--- src/core/zvs_pkg.sv ---
/*
  Constants shared by the flyback gate-timing design.
  Assumes a 25 MHz single clock; all counts are in clock cycles.
*/
package zvs_pkg;
  localparam int unsigned CLK_HZ        = 25000000;
  localparam int unsigned CNT_W         = 16;
  localparam int unsigned ADC_W         = 10;
  localparam int unsigned SCALE_SHIFT   = 8;
  // Filter length for brown-in/brown-out comparator outputs
  localparam int unsigned BROWN_FILT_NS = 400;
  localparam int unsigned BROWN_FILT_CYC =
    (BROWN_FILT_NS * (CLK_HZ / 1000000) + 999) / 1000;
  localparam logic [15:0] PERIOD_RST    = 16'h00b2;
  localparam logic [15:0] DEAD_RST      = 16'h0005;
  localparam logic [15:0] ZVS_GAIN_RST  = 16'h0010;
  typedef enum logic [2:0] {
    ST_CONFIG = 3'b000,
    ST_WAIT   = 3'b001,
    ST_AUX    = 3'b010,
    ST_DEAD   = 3'b011,
    ST_MAIN   = 3'b100,
    ST_OFF    = 3'b101
  } phase_type;
endpackage

--- src/core/zvs_gate_timing.sv ---
/*
  Gate timing of a soft-switching flyback controller: zero-voltage pulse
  on the auxiliary gate, dead time, main gate on until current command.
  The shared pin carries one-wire serial configuration before brown-in.
  Assumes comparators for bulk level, soft-switch peak and current sense
  are outside; their outputs are asynchronous and synchronised here.
*/
// Overview of operation
// - Shared pin routes serial configuration until brown-in is seen.
// - After brown-in the serial path is off and pin weakly pulled down.
// - Brown-in and brown-out from bulk sense gate the start of switching.
// - Soft-switch pulse starts at period minus dead time minus pulse on-time.
// - Auxiliary pulse ends when negative current reaches the peak level.
// - Gap from auxiliary pulse end to main turn-on equals dead time.
// - Main gate turns on at the end of the dead time.
// - Soft-switch on-time scales with measured bulk voltage.
// - Main gate turns off when current sense reaches the command.
`timescale 1ns/1ps
module zvs_gate_timing #(
  parameter int unsigned CNT_W = zvs_pkg::CNT_W,
  parameter int unsigned ADC_W = zvs_pkg::ADC_W
) (
  // Clock and reset
  input  wire logic             clock_i,
  input  wire logic             nrst_i,
  // Configuration
  input  wire logic [CNT_W-1:0] period_i,
  input  wire logic [CNT_W-1:0] dead_i,
  input  wire logic [CNT_W-1:0] zvs_gain_i,
  input  wire logic             aux_pulse_mode_i,
  // Analog comparator and converter results
  input  wire logic             brown_in_i,
  input  wire logic             brown_out_i,
  input  wire logic [ADC_W-1:0] bulk_voltage_input_i,
  input  wire logic             soft_switch_peak_current_i,
  input  wire logic             cs_reached_i,
  // Shared pin
  input  wire logic             shared_pin_in_i,
  output logic                  shared_pin_out_o,
  output logic                  shared_pin_oe_o,
  output logic                  shared_pin_pulldown_o,
  // Serial configuration port, user side
  input  wire logic             uart_tx_i,
  input  wire logic             uart_tx_en_i,
  output logic                  uart_rx_o,
  output logic                  uart_active_o,
  // Gates
  output logic                  aux_gate_out_o,
  output logic                  main_gate_out_o
);
  localparam int unsigned FILT = (zvs_pkg::BROWN_FILT_CYC < 1) ? 1 :
                                 zvs_pkg::BROWN_FILT_CYC;

  zvs_pkg::phase_type phase_reg;
  zvs_pkg::phase_type phase_next;
  logic [CNT_W-1:0]   cyc_reg;
  logic [CNT_W-1:0]   dead_cnt_reg;
  logic [CNT_W-1:0]   zvs_on_reg;
  logic [CNT_W-1:0]   zvs_start;
  logic [CNT_W+ADC_W-1:0] prod;
  logic               run_reg;
  logic               bin_lvl;
  logic               bout_lvl;
  logic               pin_meta_reg;
  logic               pin_sync_reg;
  logic               pk_meta_reg;
  logic               pk_sync_reg;
  logic               cs_meta_reg;
  logic               cs_sync_reg;
  logic [ADC_W-1:0]   bulk_meta_reg;
  logic [ADC_W-1:0]   bulk_sync_reg;
  logic [ADC_W-1:0]   bulk_prev_reg;
  logic [ADC_W-1:0]   bulk_ok_reg;

  sync_filter #(.FILT(FILT)) u_bin (
    .clock_i (clock_i),
    .nrst_i  (nrst_i),
    .async_i (brown_in_i),
    .level_o (bin_lvl)
  );

  sync_filter #(.FILT(FILT)) u_bout (
    .clock_i (clock_i),
    .nrst_i  (nrst_i),
    .async_i (brown_out_i),
    .level_o (bout_lvl)
  );

  always_ff @(posedge clock_i or negedge nrst_i) begin
    if (!nrst_i) begin
      pin_meta_reg  <= 1'b1;
      pin_sync_reg  <= 1'b1;
      pk_meta_reg   <= 1'b0;
      pk_sync_reg   <= 1'b0;
      cs_meta_reg   <= 1'b0;
      cs_sync_reg   <= 1'b0;
      bulk_meta_reg <= '0;
      bulk_sync_reg <= '0;
    end else begin
      pin_meta_reg  <= shared_pin_in_i;
      pin_sync_reg  <= pin_meta_reg;
      pk_meta_reg   <= soft_switch_peak_current_i;
      pk_sync_reg   <= pk_meta_reg;
      cs_meta_reg   <= cs_reached_i;
      cs_sync_reg   <= cs_meta_reg;
      bulk_meta_reg <= bulk_voltage_input_i;
      bulk_sync_reg <= bulk_meta_reg;
    end
  end

  // A converter word is used only once two samples agree, so a word
  // caught while its bits are changing never reaches the multiplier
  always_ff @(posedge clock_i or negedge nrst_i) begin
    if (!nrst_i) begin
      bulk_prev_reg <= '0;
      bulk_ok_reg   <= '0;
    end else begin
      bulk_prev_reg <= bulk_sync_reg;
      if (bulk_sync_reg == bulk_prev_reg) begin
        bulk_ok_reg <= bulk_sync_reg;
      end
    end
  end

  // Run once brown-in is seen; brown-out returns to configuration mode
  always_ff @(posedge clock_i or negedge nrst_i) begin
    if (!nrst_i) begin
      run_reg <= 1'b0;
    end else if (bout_lvl) begin
      run_reg <= 1'b0;
    end else if (bin_lvl) begin
      run_reg <= 1'b1;
    end
  end

  // Shared pin: serial port before brown-in, weak pull-down after
  always_ff @(posedge clock_i or negedge nrst_i) begin
    if (!nrst_i) begin
      shared_pin_out_o      <= 1'b1;
      shared_pin_oe_o       <= 1'b0;
      shared_pin_pulldown_o <= 1'b0;
      uart_rx_o             <= 1'b1;
      uart_active_o         <= 1'b1;
    end else begin
      shared_pin_out_o      <= run_reg ? 1'b0 : uart_tx_i;
      shared_pin_oe_o       <= ~run_reg & uart_tx_en_i;
      shared_pin_pulldown_o <= run_reg;
      uart_rx_o             <= run_reg ? 1'b1 : pin_sync_reg;
      uart_active_o         <= ~run_reg;
    end
  end

  // On-time in proportion to bulk voltage, reloaded on every clock of the main phase
  assign prod = zvs_gain_i * bulk_ok_reg;
  always_ff @(posedge clock_i or negedge nrst_i) begin
    if (!nrst_i) begin
      zvs_on_reg <= '0;
    end else if (phase_reg == zvs_pkg::ST_MAIN) begin
      zvs_on_reg <= prod[zvs_pkg::SCALE_SHIFT +: CNT_W];
    end
  end

  // Saturate at zero so a short period does not wrap
  always_comb begin
    if ((CNT_W+1)'(dead_i) + (CNT_W+1)'(zvs_on_reg) >= (CNT_W+1)'(period_i))
      zvs_start = '0;
    else
      zvs_start = period_i - dead_i - zvs_on_reg;
  end

  always_comb begin
    phase_next = phase_reg;
    case (phase_reg)
      zvs_pkg::ST_CONFIG:
        if (run_reg) phase_next = zvs_pkg::ST_WAIT;
      zvs_pkg::ST_WAIT:
        if (cyc_reg >= zvs_start)
          phase_next = aux_pulse_mode_i ? zvs_pkg::ST_AUX
                                        : zvs_pkg::ST_DEAD;
      zvs_pkg::ST_AUX:
        if (pk_sync_reg) phase_next = zvs_pkg::ST_DEAD;
      zvs_pkg::ST_DEAD:
        if (dead_cnt_reg >= dead_i) phase_next = zvs_pkg::ST_MAIN;
      zvs_pkg::ST_MAIN:
        if (cs_sync_reg) phase_next = zvs_pkg::ST_OFF;
      zvs_pkg::ST_OFF:
        phase_next = zvs_pkg::ST_WAIT;
      default:
        phase_next = zvs_pkg::ST_CONFIG;
    endcase
    if (!run_reg) phase_next = zvs_pkg::ST_CONFIG;
  end

  always_ff @(posedge clock_i or negedge nrst_i) begin
    if (!nrst_i) phase_reg <= zvs_pkg::ST_CONFIG;
    else         phase_reg <= phase_next;
  end

  // Counts cycles since main turn-on; the period equals period_i only
  // when the auxiliary pulse lasts exactly its planned on-time
  always_ff @(posedge clock_i or negedge nrst_i) begin
    if (!nrst_i) begin
      cyc_reg <= '0;
    end else if (phase_next == zvs_pkg::ST_MAIN &&
                 phase_reg != zvs_pkg::ST_MAIN) begin
      cyc_reg <= (CNT_W)'(1);
    end else if (phase_reg == zvs_pkg::ST_CONFIG) begin
      cyc_reg <= '0;
    end else if (cyc_reg != '1) begin
      cyc_reg <= cyc_reg + 1'b1;
    end
  end

  always_ff @(posedge clock_i or negedge nrst_i) begin
    if (!nrst_i)
      dead_cnt_reg <= '0;
    else if (phase_reg == zvs_pkg::ST_DEAD)
      dead_cnt_reg <= dead_cnt_reg + 1'b1;
    else
      dead_cnt_reg <= (CNT_W)'(1);
  end

  // Gates come from the next phase so each is a single flop output
  always_ff @(posedge clock_i or negedge nrst_i) begin
    if (!nrst_i) begin
      aux_gate_out_o  <= 1'b0;
      main_gate_out_o <= 1'b0;
    end else begin
      aux_gate_out_o  <= (phase_next == zvs_pkg::ST_AUX);
      main_gate_out_o <= (phase_next == zvs_pkg::ST_MAIN);
    end
  end

  a_gates_exclusive: assert property (
    @(posedge clock_i) disable iff (!nrst_i)
    !(aux_gate_out_o && main_gate_out_o))
    else $error("Both gates active");

  a_config_quiet: assert property (
    @(posedge clock_i) disable iff (!nrst_i)
    uart_active_o |-> !aux_gate_out_o && !main_gate_out_o)
    else $error("Gate active in configuration mode");

  a_pin_pulldown: assert property (
    @(posedge clock_i) disable iff (!nrst_i)
    $rose(run_reg) |=> shared_pin_pulldown_o && !shared_pin_oe_o
      && !uart_active_o)
    else $error("Pin not pulled down after brown-in");

  a_aux_end: assert property (
    @(posedge clock_i) disable iff (!nrst_i)
    phase_reg == zvs_pkg::ST_AUX && pk_sync_reg && run_reg
      |=> !aux_gate_out_o)
    else $error("Aux pulse did not end at peak");

  a_main_off: assert property (
    @(posedge clock_i) disable iff (!nrst_i)
    phase_reg == zvs_pkg::ST_MAIN && cs_sync_reg |=> !main_gate_out_o)
    else $error("Main gate not off at current command");

  a_dead_gap: assert property (
    @(posedge clock_i) disable iff (!nrst_i)
    $fell(aux_gate_out_o) && run_reg && dead_i == 16'h0003
      && $stable(dead_i) |-> !main_gate_out_o [*3] ##1 main_gate_out_o)
    else $error("Dead time length wrong");

  a_brown_out: assert property (
    @(posedge clock_i) disable iff (!nrst_i)
    bout_lvl |=> ##1 phase_reg == zvs_pkg::ST_CONFIG)
    else $error("Switching continued after brown-out");

  a_uart_path: assert property (
    @(posedge clock_i) disable iff (!nrst_i)
    !run_reg |=> shared_pin_oe_o == $past(uart_tx_en_i))
    else $error("Serial path not routed before brown-in");
endmodule

--- src/core/sync_filter.sv ---
/*
  Two-flop synchroniser followed by a stable-count filter.
  Assumes the input is asynchronous to clock_i.
*/
`timescale 1ns/1ps
module sync_filter #(
  parameter int unsigned FILT = 10
) (
  // Clock and reset
  input  wire logic clock_i,
  input  wire logic nrst_i,
  // Data
  input  wire logic async_i,
  output logic      level_o
);
  logic       meta_reg;
  logic       sync_reg;
  logic [7:0] cnt_reg;

  always_ff @(posedge clock_i or negedge nrst_i) begin
    if (!nrst_i) begin
      meta_reg <= 1'b0;
      sync_reg <= 1'b0;
    end else begin
      meta_reg <= async_i;
      sync_reg <= meta_reg;
    end
  end

  // A level must hold FILT cycles before it is believed
  always_ff @(posedge clock_i or negedge nrst_i) begin
    if (!nrst_i) begin
      cnt_reg <= 8'h00;
      level_o <= 1'b0;
    end else if (sync_reg == level_o) begin
      cnt_reg <= 8'h00;
    end else if (cnt_reg >= 8'(FILT - 1)) begin
      cnt_reg <= 8'h00;
      level_o <= sync_reg;
    end else begin
      cnt_reg <= cnt_reg + 8'h01;
    end
  end
endmodule

--- config.mk ---
export PLATFORM = sky130hd
export DESIGN_NAME = zvs_gate_timing
export DESIGN_NICKNAME = d
export VERILOG_FILES = /design/src/core/zvs_pkg.sv /design/src/core/zvs_gate_timing.sv /design/src/core/sync_filter.sv
export SDC_FILE = /design/constraint.sdc
export NUM_CORES = 1
export LEC_CHECK = 0
export BUFFER_PORTS_ARGS = -buffer_cell sky130_fd_sc_hd__buf_2
export CAP_MARGIN = 25
export CELL_PAD_IN_SITES_DETAIL_PLACEMENT = 0
export CELL_PAD_IN_SITES_GLOBAL_PLACEMENT = 1
export CORE_ASPECT_RATIO = 1.2
export CORE_MARGIN = 2
export CORE_UTILIZATION = 49
export DETAILED_ROUTE_END_ITERATION = 10
export PLACE_DENSITY = 0.92
export SLEW_MARGIN = 5
export SYNTH_ARGS = -nofsm -noshare
export SYNTH_HDL_FRONTEND = slang
export SYNTH_HIERARCHICAL = 1
export SYNTH_SLANG_ARGS = --single-unit
--- constraint.sdc ---
create_clock -name clock_i -period 6.2 [get_ports clock_i]
set_input_delay 0.62 -clock clock_i [delete_from_list [all_inputs] [get_ports clock_i]]
set_output_delay 0.62 -clock clock_i [all_outputs]
set_load 0.01 [all_outputs]
=== Yosys cells after proc, flatten, opt, wreduce, memory -nomap -nowiden ===
Index checks and enable logic that the tools add are counted.

* $add $sub $neg: 7
* Multiply operators: 1
* Order comparisons: 5
* Equal/unequal tests: 12
* Muxes and demuxes: 20
* Bitwise operators: 4
* Reductions and logical operators: 7

{| class="wikitable"
|+ Operators by type and width
! kind !! count
|-
| 16-bit 2-to-1 mux || 5
|-
| 16-bit by 1-bit adder with 16-bit output (second input constant) || 2
|-
| 16-bit >= comparator || 2
|-
| 8-bit 2-to-1 mux || 4
|-
| 16-bit subtractor || 2
|-
| 16-bit by 10-bit multiplier with 24-bit output || 1
|-
| 16-bit by 16-bit adder with 17-bit output || 1
|-
| 17-bit by 16-bit >= comparator with 1-bit output || 1
|-
| 8-bit by 1-bit adder with 8-bit output (second input constant) || 2
|-
| 8-bit by 4-bit >= comparator with 1-bit output (second input constant) || 2
|-
| 16-bit != test (second input constant) || 1
|-
| 3-bit 2-to-1 mux || 5
|-
| 3-bit case mux with 5 select lines || 1
|-
| 10-bit equality test || 1
|-
| 3-bit by 2-bit equality test with 1-bit output (second input constant) || 3
|-
| 3-bit equality test (second input constant) || 3
|-
| 1-bit 2-to-1 mux || 5
|-
| 2-bit AND reduction || 2
|-
| 3-bit by 1-bit equality test with 1-bit output (second input constant) || 1
|-
| 3-bit zero test || 1
|-
| 3-bit != test (second input constant) || 1
|-
| 1-bit NOT || 3
|-
| 3-bit nonzero test || 1
|-
| 1-bit equality test || 2
|-
| other kinds (4) || 4
|}

* Bits in registers: 127
* Bits of input ports: 68
* Logic and storage cells: 86

=== Longest topological paths before layout ===
* Depth in word-level cells: 10
* Depth in mapped cells: 28
* Depth with buffers taken out: 28

=== By module ===
The synthesis kept the hierarchy.

{| class="wikitable"
|+ By module, submodules not included
! module !! instances !! cells each !! area each (µm²)
|-
| zvs_gate_timing || 1 || 1227 || 11606.1
|-
| sync_filter || 2 || 32 || 421.7
|}

=== Least setup slack after synthesis ===
No wires, ideal clock.

* Kind: input-to-reg
* From: input port dead_i[2]
* To: register phase_reg[0]
* Library setup time: 104 ps
* Arrival time: 5774 ps
* Setup slack: 322 ps
* Stages on the path: 25
* Buffers on the path: 0
* Cells stage by stage: inv_1 -> ha_1 -> nor2b_1 -> o21a_1 -> o21ai_1 -> a21oi_1 -> a311o_1 -> a21boi_1 -> nor4bb_1 -> a211o_1 -> ha_1 -> a21o_1 -> a211o_1 -> or4_1 -> a211oi_2 -> and2_1 -> ha_1 -> nand2b_1 -> a21o_1 -> a21o_1 -> a21o_1 -> a211o_1 -> a21oi_1 -> a32oi_1 -> a221oi_1

* Word-level cells in the longest chain between the ends: 7
* Elaborated cells between the ends (all ways): 11
* Those cells by class: 3 x add/sub; 3 x order compare; 5 x mux

{| class="wikitable"
|+ Ends and longest elaborated chain
! item !! RTL line !! text
|-
| start: declaration || zvs_gate_timing.sv:28 || <nowiki>input wire logic [CNT_W-1:0] dead_i,</nowiki>
|-
| 16-bit subtractor / 16-bit by 16-bit adder with 17-bit output (equally long branches) || zvs_gate_timing.sv:168, zvs_gate_timing.sv:165 ||
|-
| 16-bit subtractor / 17-bit by 16-bit >= comparator with 1-bit output (equally long branches) || zvs_gate_timing.sv:168, zvs_gate_timing.sv:165 ||
|-
| 16-bit 2-to-1 mux || zvs_gate_timing.sv:165 || <nowiki>if ((CNT_W+1)'(dead_i) + (CNT_W+1)'(zvs_on_reg) >= (CNT_W+1)'(period_i))</nowiki>
|-
| 16-bit >= comparator || zvs_gate_timing.sv:177 || <nowiki>if (cyc_reg >= zvs_start)</nowiki>
|-
| 3-bit 2-to-1 mux || zvs_gate_timing.sv:177 ||
|-
| 3-bit case mux with 5 select lines (*) || zvs_gate_timing.sv:173 || <nowiki>case (phase_reg)</nowiki>
|-
| 3-bit 2-to-1 mux (*) || zvs_gate_timing.sv:191 || <nowiki>if (!run_reg) phase_next = zvs_pkg::ST_CONFIG;</nowiki>
|-
| net phase_next[0] || zvs_gate_timing.sv:55 || <nowiki>zvs_pkg::phase_type phase_next;</nowiki>
|-
| end signal: assignment || zvs_gate_timing.sv:195 || <nowiki>if (!nrst_i) phase_reg <= zvs_pkg::ST_CONFIG;</nowiki>
|-
| end signal: assignment || zvs_gate_timing.sv:196 || <nowiki>else phase_reg <= phase_next;</nowiki>
|-
| end: declaration || zvs_gate_timing.sv:54 || <nowiki>zvs_pkg::phase_type phase_reg;</nowiki>
|}

The timed path passes the listed nets; every way through them passes the cells marked *.
A chain may end at the register's enable or synchronous reset.

=== Worst setup path in the final report ===
* From: register bulk_ok_reg[9]
* To: register zvs_on_reg[15]

* Word-level cells in the longest chain between the ends: 1

{| class="wikitable"
|+ Ends and longest elaborated chain
! item !! RTL line !! text
|-
| start: declaration || zvs_gate_timing.sv:73 || <nowiki>logic [ADC_W-1:0] bulk_ok_reg;</nowiki>
|-
| start signal: assignment || zvs_gate_timing.sv:120 || <nowiki>bulk_ok_reg <= bulk_sync_reg;</nowiki>
|-
| 16-bit by 10-bit multiplier with 24-bit output || zvs_gate_timing.sv:154 || <nowiki>assign prod = zvs_gain_i * bulk_ok_reg;</nowiki>
|-
| end signal: assignment || zvs_gate_timing.sv:159 || <nowiki>zvs_on_reg <= prod[zvs_pkg::SCALE_SHIFT +: CNT_W];</nowiki>
|-
| end: declaration || zvs_gate_timing.sv:58 || <nowiki>logic [CNT_W-1:0] zvs_on_reg;</nowiki>
|}

No other way between the ends.

==> results.py <==
metrics = {
    "yosys": {
        "yosys_register_bits": 127,
        "synth_edf_count": 0,
        "async_reset_ff_frac": 1.000,
        "avgSynthCellArea_um2": 9.643,
        "synthFlopType": "dfrtp_1",
        "synth_cells": 1291,
        "seq_area_frac_synth": 0.2558,
        "synth_warnings": 6,
        "synthDistinctLibCells": 69,
        "netlist_area_um2": 12450,
    },
    "power_and_ir_drop": {
        "ir_worst_vdd_v": 0.0001611,
        "leakagePower_nw": 7.167,
        "finalPower_w": 0.002526,
        "power_density_nw_per_um2": 182.0,
    },
    "route": {
        "vias_per_cell": 5.335,
        "antenna_left": 0,
        "drc": 0,
        "dr.pass1.iters": 5,
        "wl_per_cell_um": 16.37,
        "first_iter_violations": 362,
        "wl_mm": 28.00,
        "vias": 9122,
    },
    "cts": {
        "cts.sinks": 127,
        "clockRootBuffer": "clkbuf_16",
        "cts.path.max_buffers": 2,
        "cts_buffers": 17,
        "h-tree-depth": 4,
        "cts_tree": "yes",
        "clk_pin_slew_worst_paths_ps": 60,
        "worstSkewPairLatency_ps": 410,
    },
    "die": {
        "die_w_um": 149.5,
        "start_util": 0.5014,
        "ios": 75,
        "die_height_um": 178.6,
        "core-area_um2": 24830,
        "row_count": 63,
        "fp.dieArea_um2": 26700,
    },
    "global_routing": {
        "grt_pass1_vias": 9610,
        "antenna_found_initial": 1,
        "grt-ovfl-total": 0,
        "grt_start_max_net_pins": 66,
        "grt_pass1_wl_mm": 46.08,
        "grtUsageTotal": 0.2184,
    },
    "critical_path": {
        "cp-end-kind": "register",
        "crit_type": "register to register",
        "cp_max_fo": 12,
        "worst_setup_path_start_kind": "register",
        "crit_path_end": "zvs_on_reg[15]",
        "rr_worst_depth": 16,
        "worstPathRequired_ps": 6520,
        "timing.rr.start": "bulk_ok_reg[9]",
        "r2r-end": "zvs_on_reg[15]",
        "arrival_ps": 6140,
        "critPathLaunch": "bulk_ok_reg[9]",
        "r2r_slack_ps": 380,
    },
    "run_status": {
        "status": "completed",
    },
    "final_layout": {
        "stdcell_area_um2": 13880,
        "fin_util": 0.5589,
        "drive_gt1_frac": 0.1156,
        "syn_to_final_growth_pct": 11.48,
        "layout.nets": 1716,
    },
    "worst_hold_path": {
        "min_path_type": "input pin to async pin",
    },
    "sta": {
        "slew_headroom": 0.4688,
        "tightest_slew_ps": 796.8,
        "period_needed_ps": 5820,
        "fmax_ghz": 0.1718,
        "period_share": 0.9388,
        "hold_viol": 0,
        "grt_setup_unrepaired": "no",
        "final-max-slew-violation-count": 0,
        "setup_violations": 0,
        "fin_skew_ps": 14.50,
    },
    "placed_design": {
        "io_buffers": 74,
        "dp_hpwl_mm": 22.71,
        "globalplace.congestion": 0.8672,
        "place_area_um2": 13240,
    },
    "job": {
        "cap_violations": 0,
    },
}
-- cell type report --
class                           count  area [um2]
Clock inverter                     14       178.9
Fill cell                        2231       10950
Multi-Input combinational cell    964        8523
Antenna cell                        1       2.502
Timing Repair Buffer               94       526.8
Clock buffer                       18       429.2
Tap cell                          325       406.6
Sequential cell                   127        3184
Inverter                          167       626.9
-- through the flow --
stage | TNS (ps) | hold WS, ps | setup WS [ps] | cells
floorplan | 0 | 324.4 | 322.2 | 1297
global placement | 0 | 331.3 | 80.72 | 1675
detailed placement | -121.5 | 334.7 | -102.6 | 1675
CTS | 0 | 300.6 | 216.1 | 1707
global route | 0 | 297.4 | 50.02 | 1710
finish | 0 | 276.8 | 379.6 | 1710
-- power breakdown --
part / internal, W / switching [W]
sequential: 0.000858 / 0.0000348
clock: 0.000640 / 0.000391
combinational: 0.000257 / 0.000346
-- synth_stat cells (all sizes together), types with 2 or more instances --
cell type,n,area [um2]
inv,167,626.9
nand2,163,611.8
ha,153,1914
fa,124,2482
dfrtp,122,3053
and2,64,400.4
a21oi,57,289.0
nor2,51,191.4
xnor2,50,437.9
o21ai,39,198.9
clkbuf,37,140.1
xor2,34,297.8
nand3,29,145.1
a21o,19,142.6
nand4,18,112.6
nor3,15,75.07
o21a,13,97.59
mux2,12,135.1
nor2b,12,75.07
o211ai,9,67.56
nand2b,8,50.05
a31oi,7,58.81
a211oi,6,50.05
and3,6,37.54
nor3b,6,45.04
a211o,5,43.79
and4,5,43.79
dfstp,5,131.4
o22ai,5,37.53
o31ai,5,42.54
or3,4,25.02
or4,4,30.03
nor4,3,37.54
or2,3,18.77
a2111oi,2,36.29
a21boi,2,15.02
a311oi,2,17.52
a31o,2,17.52
a41oi,2,43.80
buf,2,8.750
conb,2,7.510
nand4b,2,17.52
o311ai,2,17.52
-- how the worst min path moves through the flow --
stage          cells past startpoint  slack (ps)                to
6_report                           1         280        cyc_reg[5]
3_3_place_gp                       0         330  bulk_sync_reg[9]
2_1_floorplan                      0         320    aux_gate_out_o
3_5_place_dp                       0         330  bulk_sync_reg[4]
5_1_grt                            1         300      pin_meta_reg
4_1_cts                            1         300  bulk_meta_reg[6]
-- logic make-up after synthesis --
family | synth area share
other | 0.0006032
AOI/OAI and AO/OA | 0.1011
DFF | 0.2558
adders and majority gates | 0.3532
buffers and inverters | 0.06231
and+or+nand+nor | 0.1563
xor gates and xnor gates | 0.05910
muxes | 0.01166
-- repair_timing --
item | 4_1_cts | 5_1_grt
buffers inserted | 0 | 1
hold buffers | 0 | 0
resized for setup | 0 | 4
setup endpoints to repair | 0 | 3
-- metal layers --
metal	up-vias	track usage	part of all wire
met3	31	0.02967	0.030
met1	4514	0.2596	0.41
met2	193	0.4042	0.53
met5	-	0	0
li1	4384	-	-
met4	0	0.07183	0.025
-- worst max-delay path, stage by stage, from the launching register on --
cell and delay, ps:
dfrtp_1 630, nand2_1 150, fa_1 570, inv_1 60, fa_1 520, fa_1 530, fa_1 540, fa_1 440
ha_1 350, a21oi_1 330, a21boi_0 140, o21ai_0 360, o21ai_0 220, a41oi_4 270, a21oi_2 120, or4_1 410
o2111ai_1 100
-- cell usage in the layout, fill, tap and decap left out, types with 17 or more instances in the layout --
cell type and instances:
inv_1 167, fa_1 124, buf_2 73, nor2_1 51, o21ai_0 35, nand4_1 18
a21o_1 19, a21oi_1 54, xnor2_1 50, ha_1 153, dfrtp_1 122, xor2_1 34
clkbuf_16 17, and2_1 64, nand3_1 29, nand2_1 163, buf_4 19
Note: power is estimated with default switching activity, not from simulation.
